### src/rtl/chdpc_map.svh
// Register map, reset values and field positions of the config bank.
// Assumes byte-wide registers behind an 8-bit register pointer.
`ifndef CHDPC_MAP_SVH
`define CHDPC_MAP_SVH
// Register offsets
`define CHDPC_OFS_DSP1 8'h6C
`define CHDPC_OFS_INEN 8'h73
`define CHDPC_OFS_SLOT 8'h74
`define CHDPC_OFS_PWR  8'h75
// Reset values
`define CHDPC_RST_DSP1 8'h40
`define CHDPC_RST_INEN 8'hC0
`define CHDPC_RST_SLOT 8'h00
`define CHDPC_RST_PWR  8'h00
// Writable bits; the low nibbles are read-only
`define CHDPC_MSK_INEN 8'hF0
`define CHDPC_MSK_SLOT 8'hF0
// Processing config fields
`define CHDPC_BIT_GANG   7
`define CHDPC_BQ_HI      6
`define CHDPC_BQ_LO      5
`define CHDPC_BIT_NOSOFT 4
// Per-channel enable field, channel one at the top bit
`define CHDPC_EN_HI 7
// Power config fields
`define CHDPC_BIT_BIAS 7
`define CHDPC_BIT_ADC  6
`define CHDPC_BIT_PLL  5
`define CHDPC_BIT_LIVE 4
`define CHDPC_SPAN_HI  3
`define CHDPC_SPAN_LO  2
`define CHDPC_BIT_VAD  0
`define CHDPC_SPAN_ALL 2'h1
// Channels that switch live in the narrow span
`define CHDPC_NARROW 2
// Serial control port; the bus address is an arbitrary choice
`define CHDPC_I2C_ADDR 7'h4C
`define CHDPC_BYTE_BITS 4'h8
`endif

### src/rtl/chdpc_pkg.sv
// Types shared by the config bank and its control port.
// Assumes the map header supplies all numeric constants.
package chdpc_pkg;
  // One register write from the control port
  typedef struct packed {
    logic       stb;
    logic [7:0] addr;
    logic [7:0] data;
  } chdpc_wr_t;
  // Device-wide controls
  typedef struct packed {
    logic       bias;
    logic       synth;
    logic       vad;
    logic       soft_step;
    logic [2:0] biquad;
  } chdpc_ctl_t;
  // Control port byte engine
  typedef enum logic [2:0] {
    st_idle = 3'h0,
    st_addr = 3'h1,
    st_ack  = 3'h3,
    st_wr   = 3'h2,
    st_rd   = 3'h6,
    st_rack = 3'h7
  } chdpc_i2c_st_t;
endpackage

### src/rtl/chdpc_i2c.sv
// Two-wire serial control port slave with auto-incrementing pointer.
// Assumes mclk is far faster than the serial clock; pins are async.
`timescale 1ns/1ps
`include "chdpc_map.svh"
module chdpc_i2c (
  // Clock and reset
  input  wire logic                 mclk,
  input  wire logic                 srst,
  // Serial pins, data is open drain
  input  wire logic                 scl_in,
  input  wire logic                 sda_in,
  output logic                      sda_out,
  output logic                      sda_oe,
  // Register side
  output chdpc_pkg::chdpc_wr_t      wr,
  output logic [7:0]                rd_addr,
  input  wire logic [7:0]           rd_data
);
  // ----------------------------------------
  // Pin synchronisers
  // ----------------------------------------
  logic [1:0] scl_sync_r;  // Two-stage sync
  logic [1:0] sda_sync_r;  // Two-stage sync
  logic       scl_d_r;     // Delayed copy for edges
  logic       sda_d_r;     // Delayed copy for edges

  // Idle bus is high, so sync resets high
  always_ff @(posedge mclk) begin
    if (srst) begin
      scl_sync_r <= 2'h3;
      sda_sync_r <= 2'h3;
      scl_d_r    <= 1'b1;
      sda_d_r    <= 1'b1;
    end else begin
      scl_sync_r <= {scl_sync_r[0], scl_in};
      sda_sync_r <= {sda_sync_r[0], sda_in};
      scl_d_r    <= scl_sync_r[1];
      sda_d_r    <= sda_sync_r[1];
    end
  end

  logic scl, sda, rise, fall, start, stop;
  assign scl   = scl_sync_r[1];
  assign sda   = sda_sync_r[1];
  assign rise  = scl & ~scl_d_r;
  assign fall  = ~scl & scl_d_r;
  // Data edges while clock high frame a transfer
  assign start = scl & scl_d_r & ~sda & sda_d_r;
  assign stop  = scl & scl_d_r & sda & ~sda_d_r;

  // ----------------------------------------
  // Byte engine
  // ----------------------------------------
  chdpc_pkg::chdpc_i2c_st_t st_r;  // Engine state
  logic [3:0]               cnt_r; // Bit count
  logic [7:0]               sh_r;  // Shift register
  logic [7:0]               ptr_r; // Register pointer
  logic                     pok_r; // Pointer byte seen
  logic                     rw_r;  // Read transfer
  logic                     oe_r;  // Pulling data low
  chdpc_pkg::chdpc_wr_t     wr_r;  // Write pulse

  // Stop and start override any byte in flight
  always_ff @(posedge mclk) begin
    if (srst) begin
      st_r  <= chdpc_pkg::st_idle;
      cnt_r <= 4'h0;
      sh_r  <= 8'h00;
      ptr_r <= 8'h00;
      pok_r <= 1'b0;
      rw_r  <= 1'b0;
      oe_r  <= 1'b0;
      wr_r  <= '0;
    end else begin
      wr_r.stb <= 1'b0;
      if (stop) begin
        st_r <= chdpc_pkg::st_idle;
        oe_r <= 1'b0;
      end else if (start) begin
        // Pointer survives a repeated start for reads
        st_r  <= chdpc_pkg::st_addr;
        cnt_r <= 4'h0;
        pok_r <= 1'b0;
        oe_r  <= 1'b0;
      end else begin
        case (st_r)
          chdpc_pkg::st_addr, chdpc_pkg::st_wr: begin
            if (rise) begin
              sh_r  <= {sh_r[6:0], sda};
              cnt_r <= cnt_r + 4'h1;
            end else if (fall && cnt_r == `CHDPC_BYTE_BITS) begin
              cnt_r <= 4'h0;
              if (st_r == chdpc_pkg::st_addr) begin
                // Foreign address: stay off the bus
                if (sh_r[7:1] == `CHDPC_I2C_ADDR) begin
                  st_r <= chdpc_pkg::st_ack;
                  oe_r <= 1'b1;
                  rw_r <= sh_r[0];
                end else begin
                  st_r <= chdpc_pkg::st_idle;
                end
              end else begin
                st_r <= chdpc_pkg::st_ack;
                oe_r <= 1'b1;
                if (pok_r) begin
                  wr_r.stb  <= 1'b1;
                  wr_r.addr <= ptr_r;
                  wr_r.data <= sh_r;
                  ptr_r     <= ptr_r + 8'h01;
                end else begin
                  ptr_r <= sh_r;
                  pok_r <= 1'b1;
                end
              end
            end
          end
          chdpc_pkg::st_ack: begin
            if (fall) begin
              if (rw_r) begin
                st_r  <= chdpc_pkg::st_rd;
                sh_r  <= rd_data;
                oe_r  <= ~rd_data[7];
                cnt_r <= 4'h1;
              end else begin
                st_r  <= chdpc_pkg::st_wr;
                oe_r  <= 1'b0;
                cnt_r <= 4'h0;
              end
            end
          end
          chdpc_pkg::st_rd: begin
            if (fall) begin
              if (cnt_r == `CHDPC_BYTE_BITS) begin
                st_r <= chdpc_pkg::st_rack;
                oe_r <= 1'b0;
              end else begin
                sh_r  <= {sh_r[6:0], 1'b0};
                oe_r  <= ~sh_r[6];
                cnt_r <= cnt_r + 4'h1;
              end
            end
          end
          chdpc_pkg::st_rack: begin
            // Master nack ends the read
            if (rise) begin
              if (sda) begin
                st_r <= chdpc_pkg::st_idle;
              end else begin
                ptr_r <= ptr_r + 8'h01;
              end
            end else if (fall) begin
              st_r  <= chdpc_pkg::st_rd;
              sh_r  <= rd_data;
              oe_r  <= ~rd_data[7];
              cnt_r <= 4'h1;
            end
          end
          default: begin
            st_r <= chdpc_pkg::st_idle;
          end
        endcase
      end
    end
  end

  assign sda_out = 1'b0;
  assign sda_oe  = oe_r;
  assign wr      = wr_r;
  assign rd_addr = ptr_r;
endmodule

### src/rtl/chdpc_regs.sv
// Channel processing and power configuration bank of a four-channel
// converter, written over the serial control port.
// Assumes volume and slot data come from logic on mclk.
//
// What this block does
// Gang on: all channels use channel-one volume
// Biquad field selects zero to three stages
// Soft-step ramps unless its disable bit set
// Software writes reserved bits only at reset
// Channels one, two enable; reset enabled
// Channels three, four enable; reset disabled
// Slot enable drives output slot, else tri-state
// Slot enable register resets to zero
// Power config register resets to zero
// Channel power bit powers enabled channels
// Without live switching, no change while recording
// Live span: channels one-two, or all four
// Bias, PLL power and voice detect bits
// Read-only reserved bits read zero, ignore writes
`timescale 1ns/1ps
`include "chdpc_map.svh"
module chdpc_regs (
  // Clock and reset
  input  wire logic                 mclk,
  input  wire logic                 srst,
  // Serial control pins
  input  wire logic                 scl_in,
  input  wire logic                 sda_in,
  output logic                      sda_out,
  output logic                      sda_oe,
  // Volume path
  input  wire logic [3:0][7:0]      per_channel_volume,
  output logic [3:0][7:0]           applied_volume,
  // Serial audio output slot
  input  wire logic [1:0]           slot_index,
  input  wire logic                 slot_bit,
  output logic                      sdout_out,
  output logic                      sdout_oe,
  // Channel controls
  output logic [3:0]                input_on,
  output logic [3:0]                slot_drive,
  output logic [3:0]                ch_power,
  output chdpc_pkg::chdpc_ctl_t     ctl
);
  // ----------------------------------------
  // Control port
  // ----------------------------------------
  chdpc_pkg::chdpc_wr_t wr;      // Write pulse
  logic [7:0]           rd_addr; // Read pointer
  logic [7:0]           rd_data; // Read value

  chdpc_i2c u_port (
    .mclk    (mclk),
    .srst    (srst),
    .scl_in  (scl_in),
    .sda_in  (sda_in),
    .sda_out (sda_out),
    .sda_oe  (sda_oe),
    .wr      (wr),
    .rd_addr (rd_addr),
    .rd_data (rd_data)
  );

  // ----------------------------------------
  // Register file
  // ----------------------------------------
  logic [7:0] dsp1_r; // Processing config
  logic [7:0] inen_r; // Input enables
  logic [7:0] slot_r; // Output slot enables
  logic [7:0] pwr_r;  // Power config

  // Read-only nibbles are masked so they stay zero
  always_ff @(posedge mclk) begin
    if (srst) begin
      dsp1_r <= `CHDPC_RST_DSP1;
      inen_r <= `CHDPC_RST_INEN;
      slot_r <= `CHDPC_RST_SLOT;
      pwr_r  <= `CHDPC_RST_PWR;
    end else if (wr.stb) begin
      if (wr.addr == `CHDPC_OFS_DSP1) begin
        dsp1_r <= wr.data;
      end else if (wr.addr == `CHDPC_OFS_INEN) begin
        inen_r <= wr.data & `CHDPC_MSK_INEN;
      end else if (wr.addr == `CHDPC_OFS_SLOT) begin
        slot_r <= wr.data & `CHDPC_MSK_SLOT;
      end else if (wr.addr == `CHDPC_OFS_PWR) begin
        pwr_r <= wr.data;
      end
    end
  end

  // Read decode; unmapped pointers read zero
  always_comb begin
    if (rd_addr == `CHDPC_OFS_DSP1) begin
      rd_data = dsp1_r;
    end else if (rd_addr == `CHDPC_OFS_INEN) begin
      rd_data = inen_r;
    end else if (rd_addr == `CHDPC_OFS_SLOT) begin
      rd_data = slot_r;
    end else if (rd_addr == `CHDPC_OFS_PWR) begin
      rd_data = pwr_r;
    end else begin
      rd_data = 8'h00;
    end
  end

  // ----------------------------------------
  // Field decode
  // ----------------------------------------
  logic       gang;    // Volume ganged
  logic [1:0] bq_cnt;  // Biquad stages
  logic       live;    // Live channel switching
  logic [1:0] span;    // Live switching span
  logic       adc_on;  // Channel power bit
  logic       any_on;  // Some channel recording

  assign gang   = dsp1_r[`CHDPC_BIT_GANG];
  assign bq_cnt = dsp1_r[`CHDPC_BQ_HI:`CHDPC_BQ_LO];
  assign live   = pwr_r[`CHDPC_BIT_LIVE];
  assign span   = pwr_r[`CHDPC_SPAN_HI:`CHDPC_SPAN_LO];
  assign adc_on = pwr_r[`CHDPC_BIT_ADC];
  assign any_on = |ch_power;

  // ----------------------------------------
  // Per-channel logic
  // ----------------------------------------
  logic [3:0][7:0] vol_nxt;  // Next applied volume
  logic [3:0]      pwr_nxt;  // Next channel power
  logic [3:0]      in_span;  // May switch live

  genvar k;
  generate
    for (k = 0; k < 4; k = k + 1) begin : g_ch
      assign input_on[k]   = inen_r[`CHDPC_EN_HI - k];
      assign slot_drive[k] = slot_r[`CHDPC_EN_HI - k];
      // Ganged channels follow channel one even if it is off
      assign vol_nxt[k] = gang ? per_channel_volume[0]
                               : per_channel_volume[k];
      // Reserved span codes act as the narrow span
      assign in_span[k] = (k < `CHDPC_NARROW) ||
                          (span == `CHDPC_SPAN_ALL);
      // Clearing power wins; otherwise change only when allowed
      assign pwr_nxt[k] = !adc_on ? 1'b0 :
                          (!any_on || (live && in_span[k])) ?
                          input_on[k] : ch_power[k];
    end
  endgenerate

  // Volume and channel power state
  always_ff @(posedge mclk) begin
    if (srst) begin
      applied_volume <= '0;
      ch_power       <= 4'h0;
    end else begin
      applied_volume <= vol_nxt;
      ch_power       <= pwr_nxt;
    end
  end

  // ----------------------------------------
  // Device-wide controls
  // ----------------------------------------
  // Thermometer of stages; zero turns every biquad off
  always_ff @(posedge mclk) begin
    if (srst) begin
      ctl <= '0;
    end else begin
      ctl.bias      <= pwr_r[`CHDPC_BIT_BIAS];
      ctl.synth     <= pwr_r[`CHDPC_BIT_PLL];
      ctl.vad       <= pwr_r[`CHDPC_BIT_VAD];
      ctl.soft_step <= ~dsp1_r[`CHDPC_BIT_NOSOFT];
      ctl.biquad    <= {bq_cnt == 2'h3, bq_cnt[1], |bq_cnt};
    end
  end

  // Output slot pin; one cycle behind the slot index
  always_ff @(posedge mclk) begin
    if (srst) begin
      sdout_out <= 1'b0;
      sdout_oe  <= 1'b0;
    end else begin
      sdout_oe  <= slot_drive[slot_index];
      sdout_out <= slot_bit & slot_drive[slot_index];
    end
  end
endmodule

### config.mk
export PLATFORM = sky130hd
export DESIGN_NAME = chdpc_regs
export DESIGN_NICKNAME = d
export VERILOG_FILES = /design/src/rtl/chdpc_pkg.sv /design/src/rtl/chdpc_i2c.sv /design/src/rtl/chdpc_regs.sv
export VERILOG_INCLUDE_DIRS = /design/src /design/src/rtl
export SDC_FILE = /design/constraint.sdc
export NUM_CORES = 1
export LEC_CHECK = 0
export BUFFER_PORTS_ARGS = -buffer_cell sky130_fd_sc_hd__buf_2
export CAP_MARGIN = 20
export CORE_UTILIZATION = 38
export DETAILED_ROUTE_END_ITERATION = 6
export GPL_TIMING_DRIVEN = 0
export SYNTH_ARGS = -nofsm -noshare
export SYNTH_HDL_FRONTEND = slang
export SYNTH_HIERARCHICAL = 1
export SYNTH_SLANG_ARGS = --single-unit
### constraint.sdc
create_clock -name mclk -period 1.93 [get_ports mclk]
set_input_delay 0.2895 -clock mclk [delete_from_list [all_inputs] [get_ports mclk]]
set_output_delay 0.2895 -clock mclk [all_outputs]
set_load 0.01 [all_outputs]
Word-level counts from Yosys, hierarchy flattened
Index checks and enable logic that the tools add are counted.
{ "totals": {"input_bits": 39, "regBits": 118, "output_inout_bits": 55} }
{ "op_classes": {"add_sub_neg": 2, "magnitude_cmp": 1, "reduce_logical": 30, "bitwise": 25, "n_eq_ne": 46, "muxes": 64} }
{ "op_table": {"columns": ["op", "n"], "rows": [
  ["two-way mux 8 bit", 20],
  ["equality test 8 x 7 -> 1 bit (second input constant)", 8],
  ["two-way mux 4 bit", 8],
  ["one-hot mux 8 bit (4 select lines)", 1],
  ["AND reduction 7 bit", 4],
  ["two-way mux 3 bit", 9],
  ["AND reduction 8 bit", 3],
  ["two-way mux 1 bit", 18],
  ["!= test 2 x 1 -> 1 bit (second input constant)", 9],
  ["!= test 3 x 1 -> 1 bit (second input constant)", 6],
  ["two-way mux 17 bit", 1],
  ["inverter 1 bit", 17],
  ["one-hot mux 4 bit (4 select lines)", 1],
  ["one-hot mux 8 bit (2 select lines)", 1],
  ["!= test 2 bit (second input constant)", 6],
  ["one-hot mux 3 bit (4 select lines)", 1],
  ["AND reduction 10 bit", 1],
  ["AND reduction 5 bit", 2],
  ["!= test 3 bit (second input constant)", 3],
  ["adder 8 x 1 -> 8 bit (second input constant)", 1],
  ["bitwise AND 1 bit", 8],
  ["!= test 4 x 1 -> 1 bit (second input constant)", 2],
  ["OR reduction 2 bit", 4],
  ["equality test 7 bit (second input constant)", 1],
  ["25 further kinds", 33]
]} }

Logic depth before layout (Yosys ltp)
Gate-level depths: netlist of run 1.
{ "logic_depth": {"depth_word": 9, "ltp_mapped": 9, "ltp_nobuf": 7} }

Hierarchy
The synthesis of run 1 kept the hierarchy.
{ "modules_own_cells": {"columns": ["mod", "area_each_um2", "instances", "seq_area_each_um2", "cells_each"], "rows": [
  ["chdpc_regs", 2837.7, 1, 1381.3, 279],
  ["chdpc_i2c", 2546.2, 1, 980.9, 297]
]} }

Least setup slack after synthesis of run 1
Ideal clock, no wire load.
{ "synth_timing": {"kind": "flip-flop to flip-flop", "start": "register u_port.scl_d_r", "end": "register u_port.cnt_r[3]", "setup_slack_ps": 143, "path_buffers": 0, "period_less_slack_ps": 1787, "stages_incl_launch_ff": 8, "t_arrival_ps": 1708, "required_ps": 1851, "path_cell_list": "dfxtp_1 > inv_1 > ha_1 > a21boi_0 > o221ai_1 > nor4b_2 > or3b_1 > o211ai_1"} }
{ "synth_between": {"elab_chain_len": 5} }
{ "synth_lines": {"columns": ["element", "line", "rtl"], "rows": [
  ["from (decl)", "chdpc_i2c.sv:24", "logic scl_d_r;"],
  ["from (signal assigned)", "chdpc_i2c.sv:37", "scl_d_r <= scl_sync_r[1];"],
  ["bitwise AND 1 bit / inverter 1 bit (equally long branches)", "chdpc_i2c.sv:48, chdpc_i2c.sv:49, chdpc_i2c.sv:45", null],
  ["bitwise AND 1 bit (on tied branches)", "chdpc_i2c.sv:48, chdpc_i2c.sv:45, chdpc_i2c.sv:49", null],
  ["bitwise AND 1 bit (tied with other cells)", "chdpc_i2c.sv:48", "assign start = scl & scl_d_r & ~sda & sda_d_r;"],
  ["!= test 4 x 1 -> 1 bit (no source line) (tied with other cells)", null, null],
  ["AND reduction 8 bit (no source line) / two-way mux 4 bit (equally long branches)", null, null],
  ["to (signal assigned)", "chdpc_i2c.sv:90", "cnt_r <= cnt_r + 4'h1;"],
  ["to (signal assigned)", "chdpc_i2c.sv:139", "cnt_r <= cnt_r + 4'h1;"],
  ["to (decl)", "chdpc_i2c.sv:55", "logic [3:0] cnt_r;"]
]} }
Parallel ways exist; a longest one is shown, timed or not.
A chain may end at the register's enable or synchronous reset.

Final worst setup path of run 1
{ "layout_timing": {"start": "register u_port.scl_d_r", "end": "register u_port.sh_r[6]"} }
{ "layout_between": {"elab_chain_len": 5} }
{ "layout_lines": {"columns": ["element", "line", "rtl"], "rows": [
  ["bitwise AND 1 bit", "chdpc_i2c.sv:48, chdpc_i2c.sv:49", null],
  ["bitwise AND 1 bit (on tied branches) (2 in a row)", "chdpc_i2c.sv:48, chdpc_i2c.sv:49", null],
  ["inverter 1 bit (no source line)", null, null],
  ["AND reduction 10 bit (no source line) (*)", null, null],
  ["to (signal assigned)", "chdpc_i2c.sv:89", "sh_r <= {sh_r[6:0], sda};"],
  ["to (signal assigned)", "chdpc_i2c.sv:121", "sh_r <= rd_data;"],
  ["to (signal assigned)", "chdpc_i2c.sv:137", "sh_r <= {sh_r[6:0], 1'b0};"],
  ["to (decl)", "chdpc_i2c.sv:56", "logic [7:0] sh_r;"]
]} }
Mark *: on every way between the ends. The rest lies on a longest branch, timed or not.

==> results of run 1 <==
## layer usage
layer  global-route usage  part of all wire
met1               0.2507              0.45
met2               0.3364              0.49
met3              0.04370             0.045
met4              0.07485             0.017
met5                    0                 0
## cell usage in the layout (no fill, tap or decap), types with 4 or more instances in the layout
master / netlist / routed
a21oi_1: 42 / 42
nand3_1: 13 / 12
bufinv_16: 0 / 5
buf_2: 12 / 102
clkbuf_16: 0 / 17
a311oi_1: 7 / 7
buf_6: 5 / 7
inv_1: 10 / 8
nor3_1: 7 / 6
buf_4: 2 / 18
or2b_2: 8 / 8
dfxtp_1: 118 / 111
dfxtp_2: 0 / 4
mux2i_1: 43 / 43
clkinv_2: 0 / 4
nand3b_1: 7 / 7
and3b_1: 7 / 7
clkbuf_1: 15 / 13
nor2b_1: 19 / 19
o21ai_0: 12 / 11
a22oi_1: 5 / 5
nand2_1: 44 / 43
or2_2: 7 / 7
nor2_1: 49 / 48
nand2b_1: 49 / 49
## metrics by stage
stage | util | total power (uW) | cells | cell area [um^2] | hold WS (ns)
finish | 0.5084 | 6239 | 896 | 7029 | 0.05278
global route | 0.5084 | 6446 | 896 | 7029 | 0.04446
detailed placement | 0.4390 | 2832 | 848 | 6070 | 0.3969
CTS | 0.4932 | 6283 | 885 | 6819 | 0.04036
global placement | 0.4390 | 2827 | 848 | 6070 | 0.3966
floorplan | - | 2707 | 576 | 5384 | 0.3686
## power by group
group          internal [uW]  total, uW  switching (uW)
logic                    124        280             156
registers               2480       2510            25.5
clock network           2320       3450            1130
## cell families (layout without fill, tap and decap cells)
group / after synthesis / in the layout
AOI/OAI and AO/OA: 109 / 109
xor gates and xnor gates: 1 / 1
adders and majority gates: 6 / 6
buffers and inverters: 47 / 187
DFF: 118 / 118
muxes: 44 / 44
other: 1 / 1
and+or+nand+nor: 250 / 250
## path summary, 6_finish.rpt
kind | slack, ns | depth (start not counted) | endpoint
setup / recovery | 0.08 | 8 | u_port/sh_r[6]
hold reg to reg | 0.41 | 1 | u_port/sda_sync_r[1]
hold / removal | 0.05 | 2 | u_port/scl_sync_r[0]
setup reg to reg | 0.08 | 8 | u_port/sh_r[6]
## worst max-delay path, stage by stage (launching register included)
cell and delay (ns):
dfxtp_2 0.36, inv_1 0.09, ha_4 0.19, a21boi_2 0.17, o221a_1 0.24, o2111a_2 0.27, buf_6 0.16, nor2_1 0.05
a311oi_2 0.23
## registers in the layout, summed over array words and instances, names as in the netlist
name	count
applied_volume	32
ch_power	4
ctl	7
dsp1_r	8
inen_r	4
pwr_r	8
sdout_oe	1
sdout_out	1
slot_r	4
u_port/cnt_r	4
u_port/pok_r	1
u_port/rd_addr	8
u_port/rw_r	1
u_port/scl_d_r	1
u_port/scl_sync_r	2
u_port/sda_d_r	1
u_port/sda_oe	1
u_port/sda_sync_r	2
u_port/sh_r	8
u_port/st_r	3
u_port/wr	17
## cell type report
| cell class | instances | area, um^2 |
|---|---|---|
| clock buffers | 19 | 442.9 |
| multi-input cells | 411 | 2939 |
| flip-flops and latches | 118 | 2379 |
| well taps | 180 | 225.2 |
| fillers | 1263 | 6798 |
| clock inverters | 13 | 203.9 |
| repair buffers | 108 | 580.6 |
| inverters | 12 | 48.80 |
| plain buffers | 35 | 210.2 |
## timing repair
item | 4_1_cts | 5_1_grt
gates resized for setup | 18 | 33
pin swaps | 5 | 6
buffers inserted | 5 | 11
endpoints found under the setup margin | 16 | 28
## synthesized netlist by cell type (all sizes together), types with 2 or more instances
| cell | number | share of area |
|---|---|---|
| dfxtp | 118 | 0.44 |
| nor2 | 50 | 0.036 |
| nand2b | 49 | 0.057 |
| nand2 | 45 | 0.032 |
| mux2i | 43 | 0.080 |
| a21oi | 42 | 0.039 |
| buf | 20 | 0.025 |
| nor2b | 19 | 0.022 |
| clkbuf | 15 | 0.010 |
| nand3 | 13 | 0.012 |
| o21ai | 12 | 0.011 |
| inv | 10 | 0.0070 |
| or2b | 9 | 0.014 |
| a311oi | 8 | 0.014 |
| nand3b | 8 | 0.013 |
| and3b | 7 | 0.011 |
| nor3 | 7 | 0.0065 |
| or2 | 7 | 0.0081 |
| ha | 6 | 0.014 |
| a22oi | 5 | 0.0070 |
| nand4b | 5 | 0.013 |
| a211oi | 4 | 0.0065 |
| a221oi | 4 | 0.0065 |
| a31oi | 4 | 0.0046 |
| nor3b | 4 | 0.0065 |
| nor4 | 4 | 0.0074 |
| o32ai | 4 | 0.0079 |
| a21o | 3 | 0.0042 |
| and2 | 3 | 0.0035 |
| and4b | 3 | 0.0058 |
| nor4bb | 3 | 0.0056 |
| o22ai | 3 | 0.0035 |
| o2bb2ai | 3 | 0.0049 |
| or3 | 3 | 0.0035 |
| and3 | 2 | 0.0023 |
| and4bb | 2 | 0.0046 |
| clkinv | 2 | 0.0014 |
| o31ai | 2 | 0.0028 |
| o41ai | 2 | 0.0046 |
| or3b | 2 | 0.0033 |
| or4 | 2 | 0.0035 |
==> flow_metrics.env, run 1 <==
export IMPL_status="completed"
export IMPL_period_needed_ns=1.849
export IMPL_post_route_period_util=0.9581
export IMPL_std_cell_rows=43
export IMPL_ys_ff_latch=118
export IMPL_max_freq_mhz=540.8
export IMPL_grt_usage=0.2006
export IMPL_clockBufferDepth=2
export IMPL_via_per_inst=5.291
export IMPL_maxCapViolations=0
export IMPL_vias=4741
export IMPL_io_buffer_count=92
export IMPL_synth_top_family_by_area="simple AND/OR/NAND/NOR gates"
export IMPL_synthMuxAreaShare=0.08413
export IMPL_nets=748
export IMPL_crit_arrival_ns=2.18
export IMPL_synth_compound_area_frac=0.1390
export IMPL_hp_class="in -> reg"
export IMPL_num_antenna_cells=0
export IMPL_setup_viol=0
export IMPL_worst_setup_path_start_kind="flip-flop"
export IMPL_p_per_area_mw_per_mm2=887.5
export IMPL_max_vdd_ir_drop_v=0.0006427
export IMPL_drc=0
export IMPL_cts_tree="yes"
export IMPL_relSlewSlack=0.5855
export IMPL_drive_gt1_frac=0.3073
export IMPL_die_w_um=121.0
export IMPL_synth_distinct_cells=78
export IMPL_die_y_um=121.0
export IMPL_synth_fa_ha_area_frac=0.01394
export IMPL_overflow=0
export IMPL_critPathLaunch="u_port/scl_d_r"
export IMPL_r2r_start="u_port/scl_d_r"
export IMPL_p_leak_uw=0.003065
export IMPL_synth_edf_count=0
export IMPL_finalWirelength_um=14330
export IMPL_worst_slack_ns=0.08079
export IMPL_hold_buffers=0
export IMPL_hpwl_um=10140
export IMPL_htree_levels=4
export IMPL_syn_area_mm2=0.005384
export IMPL_slew_violations=0
export IMPL_grt_pass1_vias=4448
export IMPL_grt_pass1_wl_um=22740
export IMPL_required_ns=2.26
export IMPL_synth_fp_nets=621
export IMPL_area_delta_synth_final_pct=30.56
export IMPL_drt_first_iter_violations=270
export IMPL_finClkSkew_ns=0.006745
export IMPL_synthFlopType="dfxtp_1"
export IMPL_dr_pass1_iters=5
export IMPL_wl_per_cell_um=16.00
export IMPL_setup_tns_ns=0
export IMPL_path_clk_slew_ns=0.06
export IMPL_cts_sinks=118
export IMPL_cts_root_buf="clkbuf_16"
export IMPL_antenna_found_initial=0
export IMPL_core_mm2=0.01383
export IMPL_endpoint_kind="flip-flop"
export IMPL_async_flop_share=0
export IMPL_ios=94
export IMPL_worstPathMaxFanout=10
export IMPL_synth_simple_area_share=0.2779
export IMPL_cts_buffers=17
export IMPL_min_from="scl_in"
export IMPL_synthCells=576
export IMPL_final_hold_viol_count=0
export IMPL_antenna_left=0
export IMPL_initial_core_util=0.3894
export IMPL_synth_xor_area_share=0.001627
export IMPL_clk_latency_ns=0.42
export IMPL_synth_avg_cell_area_um2=9.347
export IMPL_place_gp_congestion=0.8682
export IMPL_critPathKind="reg -> reg"
export IMPL_synth_seq_area_share=0.4388
export IMPL_grt_max_degree=17
export IMPL_yosys_warnings=6
export IMPL_preCtsSetupSlack_ns=-0.2787
export IMPL_dieArea_mm2=0.01465
export IMPL_worstMarginPinSlew_ns=0.6204
(Power assumes the default switching activity.)
==> run 2: changes to the inputs <==
--- a/config.mk
+++ b/config.mk
@@ -10,7 +10,6 @@
 export CAP_MARGIN = 20
 export CORE_UTILIZATION = 38
 export DETAILED_ROUTE_END_ITERATION = 6
-export GPL_TIMING_DRIVEN = 0
 export SYNTH_ARGS = -nofsm -noshare
 export SYNTH_HDL_FRONTEND = slang
 export SYNTH_HIERARCHICAL = 1
==> flow_metrics.env, run 2 (synthesis results as in run 1) <==
export IMPL_status="completed"
export IMPL_p_per_area_mw_per_mm2=830.6
export IMPL_cts_sinks=118
export IMPL_timing_critical_path_buf_inv=2
export IMPL_worstMarginPinSlew_ns=0.5042
export IMPL_path_clk_slew_ns=0.06
export IMPL_dr_pass1_iters=5
export IMPL_min_from="scl_in"
export IMPL_cts_root_buf="clkbuf_16"
export IMPL_preCtsSetupSlack_ns=-0.04992
export IMPL_clk_latency_ns=0.42
export IMPL_finalWirelength_um=13940
export IMPL_antenna_left=0
export IMPL_dieArea_mm2=0.01465
export IMPL_grt_pass1_wl_um=22110
export IMPL_critPathKind="reg -> reg"
export IMPL_rr_worst_depth=8
export IMPL_std_cell_rows=43
export IMPL_max_vdd_ir_drop_v=0.0005472
export IMPL_crit_arrival_ns=2.21
export IMPL_place_gp_congestion=0.8732
export IMPL_critPathMaxStageDelay_ns=0.48
export IMPL_timing_hold_ws_ns=0.05279
export IMPL_grt_pass1_vias=4600
export IMPL_netSwitchingPower_uw=1351
export IMPL_worst_slack_ns=0.07159
export IMPL_worstPathMaxFanout=11
export IMPL_worst_setup_path_start_kind="flip-flop"
export IMPL_ios=94
export IMPL_post_route_period_util=0.9629
export IMPL_clkPwrFrac=0.513
export IMPL_vias=4644
export IMPL_max_freq_mhz=538.1
export IMPL_power_frac_comb=0.049
export IMPL_regToRegEndpoint="u_port/cnt_r[0]"
export IMPL_finClkSkew_ns=0.01167
export IMPL_drc=0
export IMPL_overflow=0
export IMPL_p_int_uw=4392
export IMPL_core_mm2=0.01383
export IMPL_final_cell_mix="113 x dfxtp_1, 91 x buf_2, 49 x nand2b_1, 49 x nor2_1, 44 x nand2_1"
export IMPL_p_leak_uw=0.003045
export IMPL_regMostFlops="applied_volume"
export IMPL_maxCapViolations=0
export IMPL_path_cells="inv_1 -> ha_2 -> buf_6 -> a21o_1 -> nand2_1 -> o22a_1 -> or4_1 -> a21oi_2"
export IMPL_cts_buffers=17
export IMPL_grt_max_degree=48
export IMPL_fin_cells=890
export IMPL_htree_levels=4
export IMPL_die_y_um=121.0
export IMPL_setup_viol=0
export IMPL_clockBufferDepth=2
export IMPL_slowest_stage="or4_1"
export IMPL_hp_class="in -> reg"
export IMPL_min_to="u_port/scl_sync_r[0]"
export IMPL_final_hold_viol_count=0
export IMPL_cts_tree="yes"
export IMPL_initial_core_util=0.3894
export IMPL_slew_violations=0
export IMPL_r2r_start="u_port/scl_d_r"
export IMPL_grt_usage=0.1953
export IMPL_die_w_um=121.0
export IMPL_io_buffer_count=92
export IMPL_final_common_cell="dfxtp_1"
export IMPL_required_ns=2.28
export IMPL_endpoint_kind="flip-flop"
export IMPL_drive_gt1_frac=0.3127
export IMPL_hpwl_um=9777
export IMPL_hold_depth=2
export IMPL_drt_first_iter_violations=210
export IMPL_area_delta_synth_final_pct=28.42
export IMPL_period_needed_ns=1.858
export IMPL_nets=743
export IMPL_regToRegSetupSlack_ns=0.07
export IMPL_num_antenna_cells=0
export IMPL_dpl_cell_count=854
export IMPL_relSlewSlack=0.6613
export IMPL_via_per_inst=5.218
export IMPL_seqPwrFrac=0.437
export IMPL_setup_tns_ns=0
export IMPL_antenna_found_initial=0
export IMPL_rsz0062_at_grt="yes"
export IMPL_cpLargestDelayFamily="simple AND/OR/NAND/NOR gates"
export IMPL_wl_per_cell_um=15.66
export IMPL_power_share_switching=0.2352
export IMPL_largest_reg_flops=32
==> run 2: changes by cell type in the layout (fill, tap and decap cells not counted), moves of 4 or more <==
| cell | before | now |
|---|---|---|
| buf_2 | 102 | 91 |
| buf_6 | 7 | 1 |
| bufinv_16 | 5 | 1 |
| clkbuf_1 | 13 | 0 |
| buf_4 | 18 | 43 |
==> run 2: layout make-up <==
cell class                      instances  area [um^2]
Fill cell                            1282         6913
Multi-Input combinational cell        412         2890
Sequential cell                       118         2369
Timing Repair Buffer                  137        829.5
Clock buffer                           17        425.4
Tap cell                              180        225.2
Clock inverter                         14        130.1
Inverter                               12        45.04
==> run 2: how the worst max path moves through the flow <==
stage | slack (ns) | cells after the start | from | endpoint
4_1_cts | 0.001 | 8 | u_port/scl_d_r | u_port/sh_r[5]
3_5_place_dp | -0.05 | 6 | u_port/rd_addr[0] | u_port/sda_oe
5_1_grt | -0.03 | 7 | u_port/scl_sync_r[1] | u_port/cnt_r[0]
3_3_place_gp | 0.04 | 6 | u_port/rd_addr[0] | u_port/sda_oe
2_1_floorplan | 0.14 | 7 | u_port/scl_d_r | u_port/cnt_r[3]
6_report | 0.07 | 8 | u_port/scl_d_r | u_port/cnt_r[0]
==> run 2: repair_timing <==
item                       4_1_cts  5_1_grt
hold buffers                     0        0
pin swaps                        1        5
setup endpoints to repair        7       31
gates resized for setup          4       22
cloned                           1        0
buffers inserted                 1        3
==> run 2: power by group through the flow <==
| stage | Sequential [uW] | Clock (uW) | Combinational, uW |
|---|---|---|---|
| 6_report | 2510 | 2950 | 284 |
| 5_1_grt | 2520 | 3140 | 312 |
| 4_1_cts | 2510 | 3010 | 273 |
| 3_5_place_dp | 2560 | 0 | 269 |
| 3_3_place_gp | 2560 | 0 | 264 |
| 2_1_floorplan | 2580 | 0 | 127 |
==> run 2: per-layer routing <==
layer | vias to the layer above | part of all wire | global-route usage
met2 | 156 | 0.48 | 0.3289
met5 | - | 0 | 0
met3 | 28 | 0.054 | 0.04699
li1 | 2287 | - | -
met4 | 0 | 0.027 | 0.1042
met1 | 2173 | 0.44 | 0.2284
==> run 2: metrics by stage <==
step,power [uW],utilization,instance area [um^2]
3_5_place_dp,2833,0.4494,6213
5_1_grt,5969,0.5000,6914
6_report,5743,0.5000,6914
4_1_cts,5790,0.4915,6797
2_1_floorplan,2707,-,5384
3_3_place_gp,2827,0.4494,6213
==> run 3: changes to the inputs <==
--- a/config.mk
+++ b/config.mk
@@ -8,8 +8,11 @@
 export LEC_CHECK = 0
 export BUFFER_PORTS_ARGS = -buffer_cell sky130_fd_sc_hd__buf_2
 export CAP_MARGIN = 20
+export CELL_PAD_IN_SITES_DETAIL_PLACEMENT = 0
+export CELL_PAD_IN_SITES_GLOBAL_PLACEMENT = 1
 export CORE_UTILIZATION = 38
 export DETAILED_ROUTE_END_ITERATION = 6
+export PLACE_DENSITY_LB_ADDON = 0.1
 export SYNTH_ARGS = -nofsm -noshare
 export SYNTH_HDL_FRONTEND = slang
 export SYNTH_HIERARCHICAL = 1
==> constraint.sdc (replaced) <==
create_clock -name mclk -period 1.93 [get_ports mclk]
set_input_delay 0.4825 -clock mclk [delete_from_list [all_inputs] [get_ports mclk]]
set_output_delay 0.4825 -clock mclk [all_outputs]
set_load 0.01 [all_outputs]
==> flow_metrics.env, run 3 (synthesis results as in run 1) <==
export IMPL_status="completed"
export IMPL_worst_setup_path_start_kind="flip-flop"
export IMPL_slew_violations=0
export IMPL_dpl_cell_area_mm2=0.006221
export IMPL_fin_cells=892
export IMPL_wl_per_cell_um=16.22
export IMPL_cts_sinks=118
export IMPL_critPathLaunch="u_port/st_r[2]"
export IMPL_endpoint_kind="flip-flop"
export IMPL_num_antenna_cells=0
export IMPL_worstMarginPinSlew_ns=0.5482
export IMPL_max_vdd_ir_drop_v=0.0006572
export IMPL_rsz0062_at_grt="no"
export IMPL_max_freq_mhz=548.0
export IMPL_final_cell_mix="114 x dfxtp_1, 92 x buf_2, 49 x nand2b_1, 49 x nor2_1, 44 x nand2_1"
export IMPL_antenna_left=0
export IMPL_fill_cells=1303
export IMPL_place_gp_congestion=0.7984
export IMPL_finClkSkew_ns=0.01226
export IMPL_area_delta_synth_final_pct=30.49
export IMPL_drive_gt1_frac=0.3146
export IMPL_grt_pass1_wl_um=23160
export IMPL_hold_depth=2
export IMPL_worstPathMaxFanout=13
export IMPL_via_per_inst=5.142
export IMPL_clk_latency_ns=0.41
export IMPL_required_ns=2.21
export IMPL_dr_pass1_iters=4
export IMPL_io_buffer_count=92
export IMPL_clockBufferDepth=2
export IMPL_preCtsSetupSlack_ns=-0.1407
export IMPL_largest_reg_flops=32
export IMPL_regToRegEndpoint="u_port/cnt_r[2]"
export IMPL_rr_worst_depth=8
export IMPL_path_clk_slew_ns=0.05
export IMPL_hpwl_um=10240
export IMPL_post_route_period_util=0.9455
export IMPL_relSlewSlack=0.6311
export IMPL_grt_usage=0.2077
export IMPL_hp_class="in -> reg"
export IMPL_grt_max_degree=73
export IMPL_cts_root_buf="clkbuf_16"
export IMPL_nets=744
export IMPL_initial_core_util=0.3894
export IMPL_final_hold_viol_count=0
export IMPL_dpl_cell_count=855
export IMPL_die_y_um=121.0
export IMPL_regMostFlops="applied_volume"
export IMPL_regToRegSetupSlack_ns=0.11
export IMPL_crit_arrival_ns=2.10
export IMPL_core_mm2=0.01383
export IMPL_worst_slack_ns=0.1052
export IMPL_p_leak_uw=0.003105
export IMPL_cts_tree="yes"
export IMPL_worstSetupEndpoint="u_port/cnt_r[2]"
export IMPL_ios=94
export IMPL_drt_first_iter_violations=260
export IMPL_finalWirelength_um=14470
export IMPL_critPathKind="reg -> reg"
export IMPL_grt_pass1_vias=4472
export IMPL_final_common_cell="dfxtp_1"
export IMPL_setup_viol=0
export IMPL_die_w_um=121.0
export IMPL_overflow=0
export IMPL_period_needed_ns=1.825
export IMPL_dieArea_mm2=0.01465
export IMPL_antenna_found_initial=0
export IMPL_maxCapViolations=0
export IMPL_final_util=0.5081
export IMPL_r2r_start="u_port/st_r[2]"
export IMPL_fin_area_mm2=0.007025
export IMPL_drc=0
export IMPL_hold_buffers=0
export IMPL_cts_buffers=17
export IMPL_std_cell_rows=43
export IMPL_p_per_area_mw_per_mm2=879.2
export IMPL_vias=4587
export IMPL_htree_levels=4
## run 3: critical path: stages (launching register included)
cell	delay, ns
dfxtp_1	0.60
and4bb_2	0.30
nand3_1	0.09
buf_4	0.16
nor4b_4	0.13
buf_4	0.14
buf_4	0.12
nand3_1	0.07
o311ai_1	0.09
## run 3: stage by stage
| stage | total power (uW) | setup TNS [ns] | hold slack [ns] |
|---|---|---|---|
| 3_3_place_gp | 2834 | -0.001582 | 0.3942 |
| 5_1_grt | 6388 | 0 | 0.2291 |
| 3_5_place_dp | 2837 | -0.9616 | 0.3941 |
| 6_report | 6177 | 0 | 0.2476 |
| 4_1_cts | 6249 | 0 | 0.2218 |
| 2_1_floorplan | 2707 | 0 | 0.3895 |
## run 3: report_power, final
group / internal, uW / total, uW / switching, uW
clock: 2290 / 3380 / 1090
sequential: 2490 / 2510 / 20.4
combinational: 131 / 288 / 157
## run 3: repair_timing
item / in CTS / in global routing
pin swaps: 2 / 11
gates cloned: 1 / 1
gates resized for setup: 8 / 26
setup endpoints to repair: 11 / 36
buffers inserted: 1 / 2
## run 3: per-layer routing
metal / part of all wire / global-route usage
met5: 0 / 0
met2: 0.47 / 0.3243
met1: 0.48 / 0.2743
met3: 0.043 / 0.04887
met4: 0.0070 / 0.08488
## run 3: area by class of cell
type / instances / area [um^2] / share of cell area
multi-input cells: 412 / 2907 / 0.4137
flip-flops and latches: 118 / 2367 / 0.3370
repair buffers: 138 / 845.8 / 0.1204
clock buffers: 24 / 491.7 / 0.06999
well taps: 180 / 225.2 / 0.03206
clock inverters: 8 / 143.9 / 0.02048
inverters: 12 / 45.04 / 0.006411
## run 3: worst min-delay path by stage
stage / start / to
floorplan: u_port/scl_sync_r[0] / u_port/scl_sync_r[1]
global placement: u_port/scl_sync_r[0] / u_port/scl_sync_r[1]
detailed placement: u_port/scl_sync_r[0] / u_port/scl_sync_r[1]
CTS: sda_in / u_port/sda_sync_r[0]
global route: sda_in / u_port/sda_sync_r[0]
finish: sda_in / u_port/sda_sync_r[0]
